**config.mk**
```make
export PLATFORM = sky130hd
export DESIGN_NAME = pio_port_io
export DESIGN_NICKNAME = d
export VERILOG_FILES = /design/src/logic/pio_port_io.v /design/src/logic/pio_pin_cell.v
export VERILOG_INCLUDE_DIRS = /design/src /design/src/shared
export SDC_FILE = /design/constraint.sdc
export NUM_CORES = 1
export LEC_CHECK = 0
export BUFFER_PORTS_ARGS = -buffer_cell sky130_fd_sc_hd__buf_2
export CAP_MARGIN = 20
export CORE_UTILIZATION = 40
export DETAILED_ROUTE_END_ITERATION = 12
export PLACE_DENSITY = 0.62
export SLEW_MARGIN = 0
export SYNTH_ARGS = -nofsm -noshare
export SYNTH_HDL_FRONTEND = slang
export SYNTH_SLANG_ARGS = --single-unit
```
**constraint.sdc**
```tcl
create_clock -name clk -period 7.3 [get_ports clk]
set_clock_uncertainty 0.1 [all_clocks]
set_input_delay 1.46 -clock clk [delete_from_list [all_inputs] [get_ports clk]]
set_output_delay 1.46 -clock clk [all_outputs]
set_load 0.005 [all_outputs]
```
**src/shared/pio_defines.vh**
```
// pio_defines.vh: constants for the port i/o block
// assumes inclusion by bare name from design files
`ifndef PIO_DEFINES_VH
`define PIO_DEFINES_VH

// port geometry
`define PIO_PORT_W 8
`define PIO_NPORTS 4
`define PIO_SEL_W 2
`define PIO_BIT_W 3

// register select codes on the special function port
`define PIO_REG_LATCH 3'h0
`define PIO_REG_DRIVE 3'h1
`define PIO_REG_KIND 3'h2
`define PIO_REG_MUX 3'h3

// access kinds
`define PIO_OP_BYTE 1'b0
`define PIO_OP_BIT 1'b1

// reset values
`define PIO_LATCH_RST 8'hff
`define PIO_DRIVE_RST 8'h00
`define PIO_KIND_RST 8'hff
`define PIO_MUX_RST 8'h00

// value read back from a pin in analog mode
`define PIO_ANALOG_READ 1'b0

// port-zero mux bits and timer pins
`define PIO_MUX_T0 0
`define PIO_MUX_T1 1
`define PIO_MUX_T2 2
`define PIO_MUX_TIMER_TWO_EXTERNAL_TRIGGER 3
`define PIO_PIN_T0 4
`define PIO_PIN_T1 5
`define PIO_PIN_T2 6
`define PIO_PIN_TIMER_TWO_EXTERNAL_TRIGGER 7

`endif

```
**src/logic/pio_port_io.v**
```verilog
// pio_port_io.v: general-purpose port i/o with pin multiplexer
// assumes a processor-side register port synchronous to clk and
// pin levels that are already synchronous to clk
//
// Functional notes
// every port register can be written and read as a byte or as one bit.
// a write stores into an output latch that drives the pins until the next write.
// a normal read returns pin levels, even for muxed pins, when in digital mode.
// read-modify-write accesses read the latch, not the pins, and write it back.
// each pin driver is selectable open-drain or push-pull by its config register.
// the mux selection never changes the driver mode; only config does.
// mux registers exist for ports zero, one and two and route peripheral signals; here only the port-zero register routes any signal.
// each pin is digital or analog by a per-port mode register, digital by default.
// a mode bit of one selects digital input and all mode bits reset to one.
// after reset drivers are open-drain and latches hold ones.
// an open-drain pin whose latch is one is not driven.
// setting the timer zero route bit connects bit four of port zero to timer zero.
// software keeps timer-input pins open-drain with latch one to avoid contention.
// the block builds with three or four ports.
// an analog-mode pin has its digital input off and reads a fixed value.
`timescale 1ns/1ps
`include "pio_defines.vh"

module pio_port_io #(
   parameter NPORTS = `PIO_NPORTS
) (
   // clock and reset
   input wire clk,
   input wire rstn,
   // register port
   input wire reg_wr,
   input wire reg_rd,
   input wire reg_rmw,
   input wire reg_bit_op,
   input wire [2:0] reg_kind,
   input wire [`PIO_SEL_W-1:0] reg_port,
   input wire [`PIO_BIT_W-1:0] reg_bit,
   input wire [7:0] reg_wdata,
   output reg [7:0] reg_rdata,
   // pins, four ports packed, port zero in the low byte
   input wire [31:0] pin_in,
   output wire [31:0] pin_out,
   output wire [31:0] pin_oe_n,
   // peripheral inputs routed from port zero
   output reg timer_zero_input,
   output reg timer_one_input,
   output reg timer_two_input,
   output reg timer_two_external_trigger
);

   localparam PW = `PIO_PORT_W;

   // reset release through two flops
   reg rst_s1_q;
   reg rst_s2_q;
   wire rst_n;

   always @(posedge clk or negedge rstn)
   begin
      if (!rstn)
      begin
         rst_s1_q <= 1'b0;
         rst_s2_q <= 1'b0;
      end
      else
      begin
         rst_s1_q <= 1'b1;
         rst_s2_q <= rst_s1_q;
      end
   end
   assign rst_n = rst_s2_q;

   // register storage, indexed by port
   reg [PW-1:0] latch_q [0:3];
   reg [PW-1:0] drive_q [0:3];
   reg [PW-1:0] kind_q [0:3];
   reg [PW-1:0] mux_q [0:2];
   wire [PW-1:0] level [0:3];

   // merge a byte or a single bit into an old value
   function [7:0] merge;
      input [7:0] old;
      input bit_op;
      input [2:0] idx;
      input [7:0] wdata;
      reg [7:0] m;
      begin
         m = 8'h00;
         m[idx] = 1'b1;
         if (bit_op)
            merge = (old & ~m) | ({8{wdata[0]}} & m);
         else
            merge = wdata;
      end
   endfunction

   // select a byte or one bit of a value
   function [7:0] pick;
      input [7:0] v;
      input bit_op;
      input [2:0] idx;
      begin
         if (bit_op)
            pick = {7'h00, v[idx]};
         else
            pick = v;
      end
   endfunction

   // true when a port index exists in this build
   function present;
      input [1:0] p;
      begin
         present = ({30'h0, p} < NPORTS);
      end
   endfunction

   wire hit = present(reg_port);
   wire mux_hit = hit && (reg_port != 2'h3);

   // port register writes
   genvar p;
   generate
      for (p = 0; p < 4; p = p + 1)
      begin : g_port
         wire sel = (reg_port == p) && reg_wr && hit;
         always @(posedge clk or negedge rst_n)
         begin
            if (!rst_n)
            begin
               latch_q[p] <= `PIO_LATCH_RST;
               drive_q[p] <= `PIO_DRIVE_RST;
               kind_q[p] <= `PIO_KIND_RST;
            end
            else if (sel)
            begin
               // rmw and plain writes both land in the latch
               if (reg_kind == `PIO_REG_LATCH)
                  latch_q[p] <= merge(latch_q[p], reg_bit_op, reg_bit,
                                      reg_wdata);
               if (reg_kind == `PIO_REG_DRIVE)
                  drive_q[p] <= merge(drive_q[p], reg_bit_op, reg_bit,
                                      reg_wdata);
               if (reg_kind == `PIO_REG_KIND)
                  kind_q[p] <= merge(kind_q[p], reg_bit_op, reg_bit,
                                     reg_wdata);
            end
         end
         if (p < 3)
         begin : g_mux
            always @(posedge clk or negedge rst_n)
            begin
               if (!rst_n)
                  mux_q[p] <= `PIO_MUX_RST;
               else if (sel && reg_kind == `PIO_REG_MUX)
                  mux_q[p] <= merge(mux_q[p], reg_bit_op, reg_bit,
                                    reg_wdata);
            end
         end
         // absent ports are never driven
         if (p < NPORTS)
         begin : g_cell
            // driver mode only from config, never from mux
            pio_pin_cell #(
               .W(PW)
            ) u_cell (
               .latch(latch_q[p]),
               .push_pull(drive_q[p]),
               .digital(kind_q[p]),
               .pin_in(pin_in[p*PW +: PW]),
               .pin_out(pin_out[p*PW +: PW]),
               .pin_oe_n(pin_oe_n[p*PW +: PW]),
               .level(level[p])
            );
         end
         else
         begin : g_none
            assign pin_out[p*PW +: PW] = {PW{1'b1}};
            assign pin_oe_n[p*PW +: PW] = {PW{1'b1}};
            assign level[p] = {PW{1'b0}};
         end
      end
   endgenerate

   // read data, registered
   reg [7:0] rd_d;
   always @*
   begin
      rd_d = 8'h00;
      if (hit)
      begin
         case (reg_kind)
            `PIO_REG_LATCH:
               // rmw reads the latch, normal reads the pins
               if (reg_rmw)
                  rd_d = pick(latch_q[reg_port], reg_bit_op,
                              reg_bit);
               else
                  rd_d = pick(level[reg_port], reg_bit_op,
                              reg_bit);
            `PIO_REG_DRIVE:
               rd_d = pick(drive_q[reg_port], reg_bit_op, reg_bit);
            `PIO_REG_KIND:
               rd_d = pick(kind_q[reg_port], reg_bit_op, reg_bit);
            `PIO_REG_MUX:
               if (mux_hit)
                  rd_d = pick(mux_q[reg_port], reg_bit_op, reg_bit);
            default:
               rd_d = 8'h00;
         endcase
      end
   end

   always @(posedge clk or negedge rst_n)
   begin
      if (!rst_n)
         reg_rdata <= 8'h00;
      else if (reg_rd)
         reg_rdata <= rd_d;
   end

   // peripheral routing from port zero; idle high when not routed
   always @(posedge clk or negedge rst_n)
   begin
      if (!rst_n)
      begin
         timer_zero_input <= 1'b1;
         timer_one_input <= 1'b1;
         timer_two_input <= 1'b1;
         timer_two_external_trigger <= 1'b1;
      end
      else
      begin
         timer_zero_input <= mux_q[0][`PIO_MUX_T0] ?
            level[0][`PIO_PIN_T0] : 1'b1;
         timer_one_input <= mux_q[0][`PIO_MUX_T1] ?
            level[0][`PIO_PIN_T1] : 1'b1;
         timer_two_input <= mux_q[0][`PIO_MUX_T2] ?
            level[0][`PIO_PIN_T2] : 1'b1;
         timer_two_external_trigger <= mux_q[0][`PIO_MUX_TIMER_TWO_EXTERNAL_TRIGGER] ?
            level[0][`PIO_PIN_TIMER_TWO_EXTERNAL_TRIGGER] : 1'b1;
      end
   end

endmodule

```
**src/logic/pio_pin_cell.v**
```verilog
// pio_pin_cell.v: one port of eight pin drivers and input gates
// assumes pin levels already synchronous to the system clock
`timescale 1ns/1ps
`include "pio_defines.vh"

module pio_pin_cell #(
   parameter W = 8
) (
   // configuration and data
   input wire [W-1:0] latch,
   input wire [W-1:0] push_pull,
   input wire [W-1:0] digital,
   // pad
   input wire [W-1:0] pin_in,
   output wire [W-1:0] pin_out,
   output wire [W-1:0] pin_oe_n,
   // gated input level
   output wire [W-1:0] level
);

   genvar i;
   generate
      for (i = 0; i < W; i = i + 1)
      begin : g_pin
         // low is always driven; high only when push-pull
         assign pin_out[i] = latch[i];
         assign pin_oe_n[i] = latch[i] & ~push_pull[i];
         // analog pins read a fixed value
         assign level[i] = digital[i] ? pin_in[i]
                                      : `PIO_ANALOG_READ;
      end
   endgenerate

endmodule

```
==> summary.md, run 1 <==
| Metric | Value |
|---|---|
| Reg2reg path depth | 6 |
| Latest clock arrival within the worst-skew pair | around 0.43 ns |
| Final Max Tran Viols | 0 |
| CP Data Required Time | 7.57 ns |
| Critical path origin | reg_port[0] |
| Antenna violations before repair | 0 |
| Layout fillers | between 1.5k and 2k |
| Post-synthesis adder-cell area fraction | 0 |
| Register area share after synthesis | 0.449 |
| Detailed placement HPWL | 17,500 µm |
| Setup crit end | reg_rdata[0]$_DFFE_PN0P_ |
| Internal reg-to-reg setup slack | between 5 and 6 ns |
| Endpoints failing setup | 0 |
| Post-synthesis cell type count | between 50 and 60 |
| CTS tree | yes |
| Relative slew slack | 0.315 |
| Total wire length | 25,200 µm |
| EDFF count, synth | 0 |
| Mean Syn Cell Area | 10.2 µm² |
| Cts hold-fix bufs | 0 |
| Setup TNS | 0 ns |
| Cell with the most instances after synthesis | nor2_1 |
| Largest net degree at the start of global routing | 82 |
| Hold Crit Class | flop to flop |
| Inserted Clock Buffers | 17 |
| Hold_ws | about 0.25 ns |
| Chip Height | 140 µm |
| # rows | 50 |
| Final Hold Vio Count | 0 |
| Final Instance Area | 0.00909 mm² |
| Setup crit end kind | flop |
| Routed len/inst | around 23 µm |
| Ys async rst share | 1.00 |
| RSZ-0062 raised after global routing | no |
| Global placer's final weighted congestion | 0.932 |
| Worst-Margin Slew | 1.02 ns |
| Pwr per Cell Area | 234 mW/mm² |
| Dpl cell area | 0.00852 mm² |
| Maximum fanout along the worst path | 27 |
| Synthesized area | approximately 0.0077 mm² |
| Input/output buffers | 129 |
| Drt initial violations | 656 |
| Static leakage | 4.10 nW |
| Final nets | 921 |
| Final worst path period need | 4.35 ns |
| First-pass GRT wire length | 38,800 µm |
| Critical path type | primary input to flop |
| Core box area | roughly 0.019 mm² |
| Via density | 5.92 |
| Area growth syn-to-layout | 18.6% |
| Synthesized Nets | about 810 |
| Synth top area share | 0.233 |
| Final ANT Viol Nets | 0 |
| Post-Synth Simple-Gate Area | 0.171 |
| Worst-case clock buffer depth | 2 |
| N_diodes | 0 |
| H-tree depth | 4 |
| Tcrit/Tclk final | 0.596 |
| Status | finished, final reports clean |
| Leading area contributor after synthesis | dfstp_2 |
| Die width | 140 µm |
| CTS clock-pin slew for the worst setup and hold paths | roughly 0.06 ns |
| Yosys warns | 0 |
| Num Clock Sinks | 134 |
| Via count | 6,596 |
| Mux cell area share after synthesis | 0.224 |
| Reg2reg end | reg_rdata[0]$_DFFE_PN0P_ |
| Max Clk Rate | 0.230 GHz |
| CP arrival | 4.62 ns |
| Num ports | between 100 and 150 |
| VDD IR-drop max | between 0.15 and 0.2 mV |
| Initial Utilization | 0.408 |
| Synth Flop Type | dfstp_2 |
| CTS root buf | clkbuf_16 |
| Cells after synthesis | 751 |
| Max_cap viols | 0 |
| TritonRoute pass-1 iters | 5 |
| Total gr overflow | 0 |
| Post-synthesis compound-gate area fraction | 0.122 |
| Largest family of logic cells by synthesized area | multiplexers |
| Post-CTS Repair Setup Buffers | 0 |
| # DRC | 0 |
| FF+latch count, synth | 134 |
| Gr usage total | 0.265 |
| Synth cell count leaders | nor2_1 (122), mux2_1 (73), dfstp_2 (68), dfrtp_1 (66), a21oi_1 (48) |
| Vias in the first global route | between 6k and 7k |
| Synth area leaders | dfstp_2 (23%), dfrtp_1 (22%), mux2_1 (11%), mux4_2 (6.5%), nor2_1 (6.0%) |
| Post-CTS sizing | 0 |
| Layout cells sized above 1 | 0.339 |
| Setup crit start kind | primary input |
| Post-Synth XOR/XNOR Area | 0 |
| Die Area | 0.0197 mm² |
## layout make-up
type | count | area [µm²] | area share
Clock buffer | 21 | 440 | 0.0485
Clock inverter | 11 | 85.1 | 0.00936
Inverter | 7 | 26.3 | 0.00289
Multi-Input combinational cell | 559 | 3990 | 0.439
Sequential cell | 134 | 3440 | 0.379
Tap cell | 234 | 293 | 0.0322
Timing Repair Buffer | 148 | 816 | 0.0898
## cell usage in the layout (no fill, tap or decap), types with 8 or more instances in the layout
master / instances
mux2i_1: 12
nand2_1: 42
nor2b_1: 41
clkinv_2: 8
dfrtp_1: 65
a31oi_1: 30
nand3_1: 40
mux2_2: 25
o21ai_0: 15
dfstp_2: 68
buf_2: 129
mux4_2: 22
nor2_1: 122
a21oi_1: 48
mux2_1: 73
clkbuf_16: 17
buf_4: 16
## layer usage
layer  global-route usage  share of wire  up-vias  routed length, µm
met3               0.0691          0.082       42               2070
met1                0.365           0.44     3270              11100
li1                     -              -     2974                  -
met2                0.404           0.45      310              11300
met5                    0              0        -                  0
met4               0.0949          0.024        0                617
## worst min-delay path by stage
stage                        from         endpoint  cells after the start
3_5_place_dp   rst_s1_q$_DFF_PN0_  rst_n$_DFF_PN0_                      0
5_1_grt        rst_s1_q$_DFF_PN0_  rst_n$_DFF_PN0_                      0
4_1_cts        rst_s1_q$_DFF_PN0_  rst_n$_DFF_PN0_                      0
6_report       rst_s1_q$_DFF_PN0_  rst_n$_DFF_PN0_                      0
3_3_place_gp   rst_s1_q$_DFF_PN0_  rst_n$_DFF_PN0_                      0
2_1_floorplan  rst_s1_q$_DFF_PN0_  rst_n$_DFF_PN0_                      0
## power breakdown
group          total (mW)  switching, mW  leakage [nW]  internal (mW)
sequential          0.957         0.0821          1.59          0.874
clock               0.787          0.326         0.260          0.462
combinational       0.385          0.205          2.25          0.179
## critical path, stage by stage
cell,delay (ns)
buf_2,0.56
buf_4,0.48
nor2b_1,0.76
buf_4,0.31
nand3_1,0.11
a41oi_1,0.27
a211oi_1,0.10
nor4_1,0.30
o311ai_1,0.14
nand3_1,0.10
## metrics by stage
stage               instances   util  power, mW  setup slack, ns
floorplan                 751      -       1.18             3.31
finish                   1114  0.484       2.13             2.95
CTS                      1111  0.482       2.13             2.99
detailed placement       1079  0.454       1.34             2.54
global route             1114  0.484       2.22             2.75
global placement         1077  0.453       1.34             2.62
## kinds of logic (layout without fill, tap and decap cells)
logic type	count (synthesis)	after routing
simple gates	279	279
compound gates	147	147
flops	134	134
mux	132	132
buf+inv	58	187
other cells	1	1
Power figures use the tool's default switching activity.
==> run 2: changes to the inputs <==
ABC_AREA = 1   (was unset)
clock period = 4.29 ns   (was 7.3 ns; I/O delays follow)
==> summary.md, run 2 <==
| Metric | Value |
|---|---|
| CTS clock-pin slew for the worst setup and hold paths | 0.06 ns |
| First-pass GRT wire length | roughly 42,000 µm |
| TritonRoute pass-1 iters | 6 |
| Synthesized Nets | 1,068 |
| Core box area | approximately 0.019 mm² |
| Num Clock Sinks | 134 |
| Num ports | 130 |
| Final Max Tran Viols | 0 |
| Detailed placement HPWL | approximately 19,000 µm |
| Final worst path period need | 2.83 ns |
| Static leakage | 4.24 nW |
| Tcrit/Tclk final | 0.660 |
| Layout fillers | ~1.9k |
| Synthesized area | 0.00775 mm² |
| CP arrival | slightly above 3 ns |
| Sequential Area | about 0.0034 mm² |
| VDD IR-drop max | 0.328 mV |
| Reg2reg path depth | 14 |
| CTS root buf | clkbuf_16 |
| Drt initial violations | approximately 870 |
| Status | finished, final reports clean |
| Initial Utilization | 0.411 |
| RSZ-0062 raised after global routing | no |
| FF+latch count, synth | between 100 and 150 |
| Final Hold Vio Count | 0 |
| # rows | 50 |
| Total gr overflow | 0 |
| H-tree depth | 4 |
| Multi-input gate area | 0.00371 mm² |
| Setup crit start kind | primary input |
| Critical path type | primary input to flop |
| Hold Crit Class | primary input to async pin |
| Yosys warns | 0 |
| Inserted Clock Buffers | 17 |
| Relative slew slack | 0.285 |
| Vias in the first global route | 7,042 |
| Chip Height | 141 µm |
| Maximum fanout along the worst path | 28 |
| Mean Syn Cell Area | 7.64 µm² |
| Dpl cell area | 0.00848 mm² |
| Max_cap viols | 0 |
| Area growth syn-to-layout | 18.2% |
| Power share of the combinational group | 0.212 |
| Antenna violations before repair | 0 |
| Worst-case clock buffer depth | 2 |
| Post-CTS Repair Setup Buffers | 0 |
| Internal reg-to-reg setup slack | 2.41 ns |
| Cts hold-fix bufs | 0 |
| Cells after synthesis | around 1k |
| Leading area contributor after synthesis | dfstp_2 |
| Most frequent cells in the layout | nand2_1 (320), buf_2 (129), a21oi_1 (114) |
| Net Sw Frac | 0.312 |
| Layout cells sized above 1 | 0.259 |
| Reg2reg end | reg_rdata[0]$_DFFE_PN0P_ |
| Final ANT Viol Nets | 0 |
| Register area share after synthesis | 0.444 |
| CP Data Required Time | 4.56 ns |
| Synth cell count leaders | nand2_1 (320), a21oi_1 (114), a31oi_1 (106), nor2_1 (78), dfstp_2 (68) |
| N_diodes | 0 |
| Clock network fraction of design power | 0.378 |
| Routed len/inst | 20.2 µm |
| Worst-Margin Slew | ~1.1 ns |
| EDFF count, synth | 0 |
| Input/output buffers | 129 |
| Largest net degree at the start of global routing | 57 |
| Post-CTS sizing | 0 |
| Final nets | between 1k and 1.5k |
| Setup crit end kind | flop |
| Die Area | 0.0199 mm² |
| Final Instance Area | between 0.009 and 0.01 mm² |
| Synth area leaders | dfstp_2 (23%), dfrtp_1 (21%), nand2_1 (16%), a31oi_1 (8.6%), a21oi_1 (7.4%) |
| Total wire length | 28,000 µm |
| Synth Flop Type | dfstp_2 |
| Gr usage total | 0.289 |
| Via count | 7,818 |
| Switching power | 1.40 mW |
| Flop pwr share | 0.410 |
| CTS tree | yes |
| Latest clock arrival within the worst-skew pair | 0.44 ns |
| Global placer's final weighted congestion | 0.981 |
| Die width | 141 µm |
| Int Pwr | 3.08 mW |
| Ys async rst share | 1.00 |
| Endpoints failing setup | 0 |
| Max Clk Rate | 0.353 GHz |
| Cell with the most instances after synthesis | nand2_1 |
| Pwr per Cell Area | 490 mW/mm² |
| Via density | 5.64 |
| # DRC | 0 |
| Commonest non-fill, non-tap cell in the layout | nand2_1 |
| Synth top area share | 0.231 |
| Post-synthesis cell type count | 33 |
| Setup TNS | 0 ns |
-- run 2: cell types whose count changed in the layout (fill, tap and decap cells not counted), sizes merged, moves of 6 or more --
cell	before	now
o31ai	7	0
inv	7	57
nor2	122	96
a31oi	30	106
nand2	42	325
mux2i	12	0
mux2	98	0
a22oi	5	11
nand3	40	46
nor2b	41	0
a21oi	48	115
mux4	22	0
nor3	4	13
o2bb2ai	6	0
-- run 2: power groups by stage --
stage / Clock [mW] / Sequential, mW / Combinational (mW)
floorplan: 0 / 1.80 / 0.595
global placement: 0 / 1.86 / 0.927
detailed placement: 0 / 1.85 / 0.941
CTS: 1.71 / 1.84 / 0.946
global route: 1.77 / 1.88 / 1.06
finish: 1.69 / 1.84 / 0.949
-- run 2: worst max-delay path by stage --
stage / startpoint / to / slack (ns) / depth (start not counted)
after floorplan: rst_n$_DFF_PN0_ / async pin / 0.30 / 0
after global placement: reg_port[1] / flop / 1.13 / 8
after detailed placement: reg_port[0] / flop / 1.10 / 8
after CTS: reg_port[0] / flop / 1.55 / 8
after global routing: reg_port[0] / reg_rdata[0]$_DFFE_PN0P_ / 1.26 / 16
final: reg_port[0] / reg_rdata[0]$_DFFE_PN0P_ / 1.46 / 16
-- run 2: cells by family (layout without fill, tap and decap cells) --
group / Yosys count / after routing / synth area share
DFF: 134 / 134 / 0.444
buffers and inverters: 121 / 233 / 0.0767
and+or+nand+nor: 495 / 495 / 0.283
AOI/OAI and AO/OA: 263 / 263 / 0.196
other: 1 / 1 / 0.000484
-- run 2: per-layer routing --
metal  track usage  share of wire
met5             0              0
met4         0.122          0.032
met3        0.0554          0.087
met2         0.440           0.45
met1         0.400           0.43
-- run 2: area by class of cell --
| class | count | share of cell area |
|---|---|---|
| clock buffers | 17 | 0.0465 |
| flip-flops and latches | 134 | 0.376 |
| repair buffers | 147 | 0.0867 |
| multi-input cells | 759 | 0.406 |
| inverters | 55 | 0.0226 |
| clock inverters | 14 | 0.0269 |
| well taps | 260 | 0.0355 |
-- run 2: critical path, stage by stage --
cell     delay [ns]
buf_2          0.30
buf_4          0.43
nand2_1        0.35
nor2_1         0.19
nor2_1         0.08
nand3_1        0.09
nand2_1        0.07
nor2_1         0.21
nand2_1        0.09
nand2_1        0.06
nand2_1        0.05
nand2_1        0.06
nand3_1        0.07
nand2_1        0.10
nand2_1        0.05
nand2_1        0.05
-- run 2: through the flow --
step	cells	util	hold WS [ns]	power [mW]	setup slack, ns
floorplan	1014	-	0.231	2.40	0.299
global placement	1355	0.450	0.236	2.78	1.13
detailed placement	1355	0.450	0.241	2.79	1.10
CTS	1386	0.486	0.0847	4.49	1.55
global route	1386	0.486	0.0918	4.71	1.26
finish	1386	0.486	0.0957	4.48	1.46
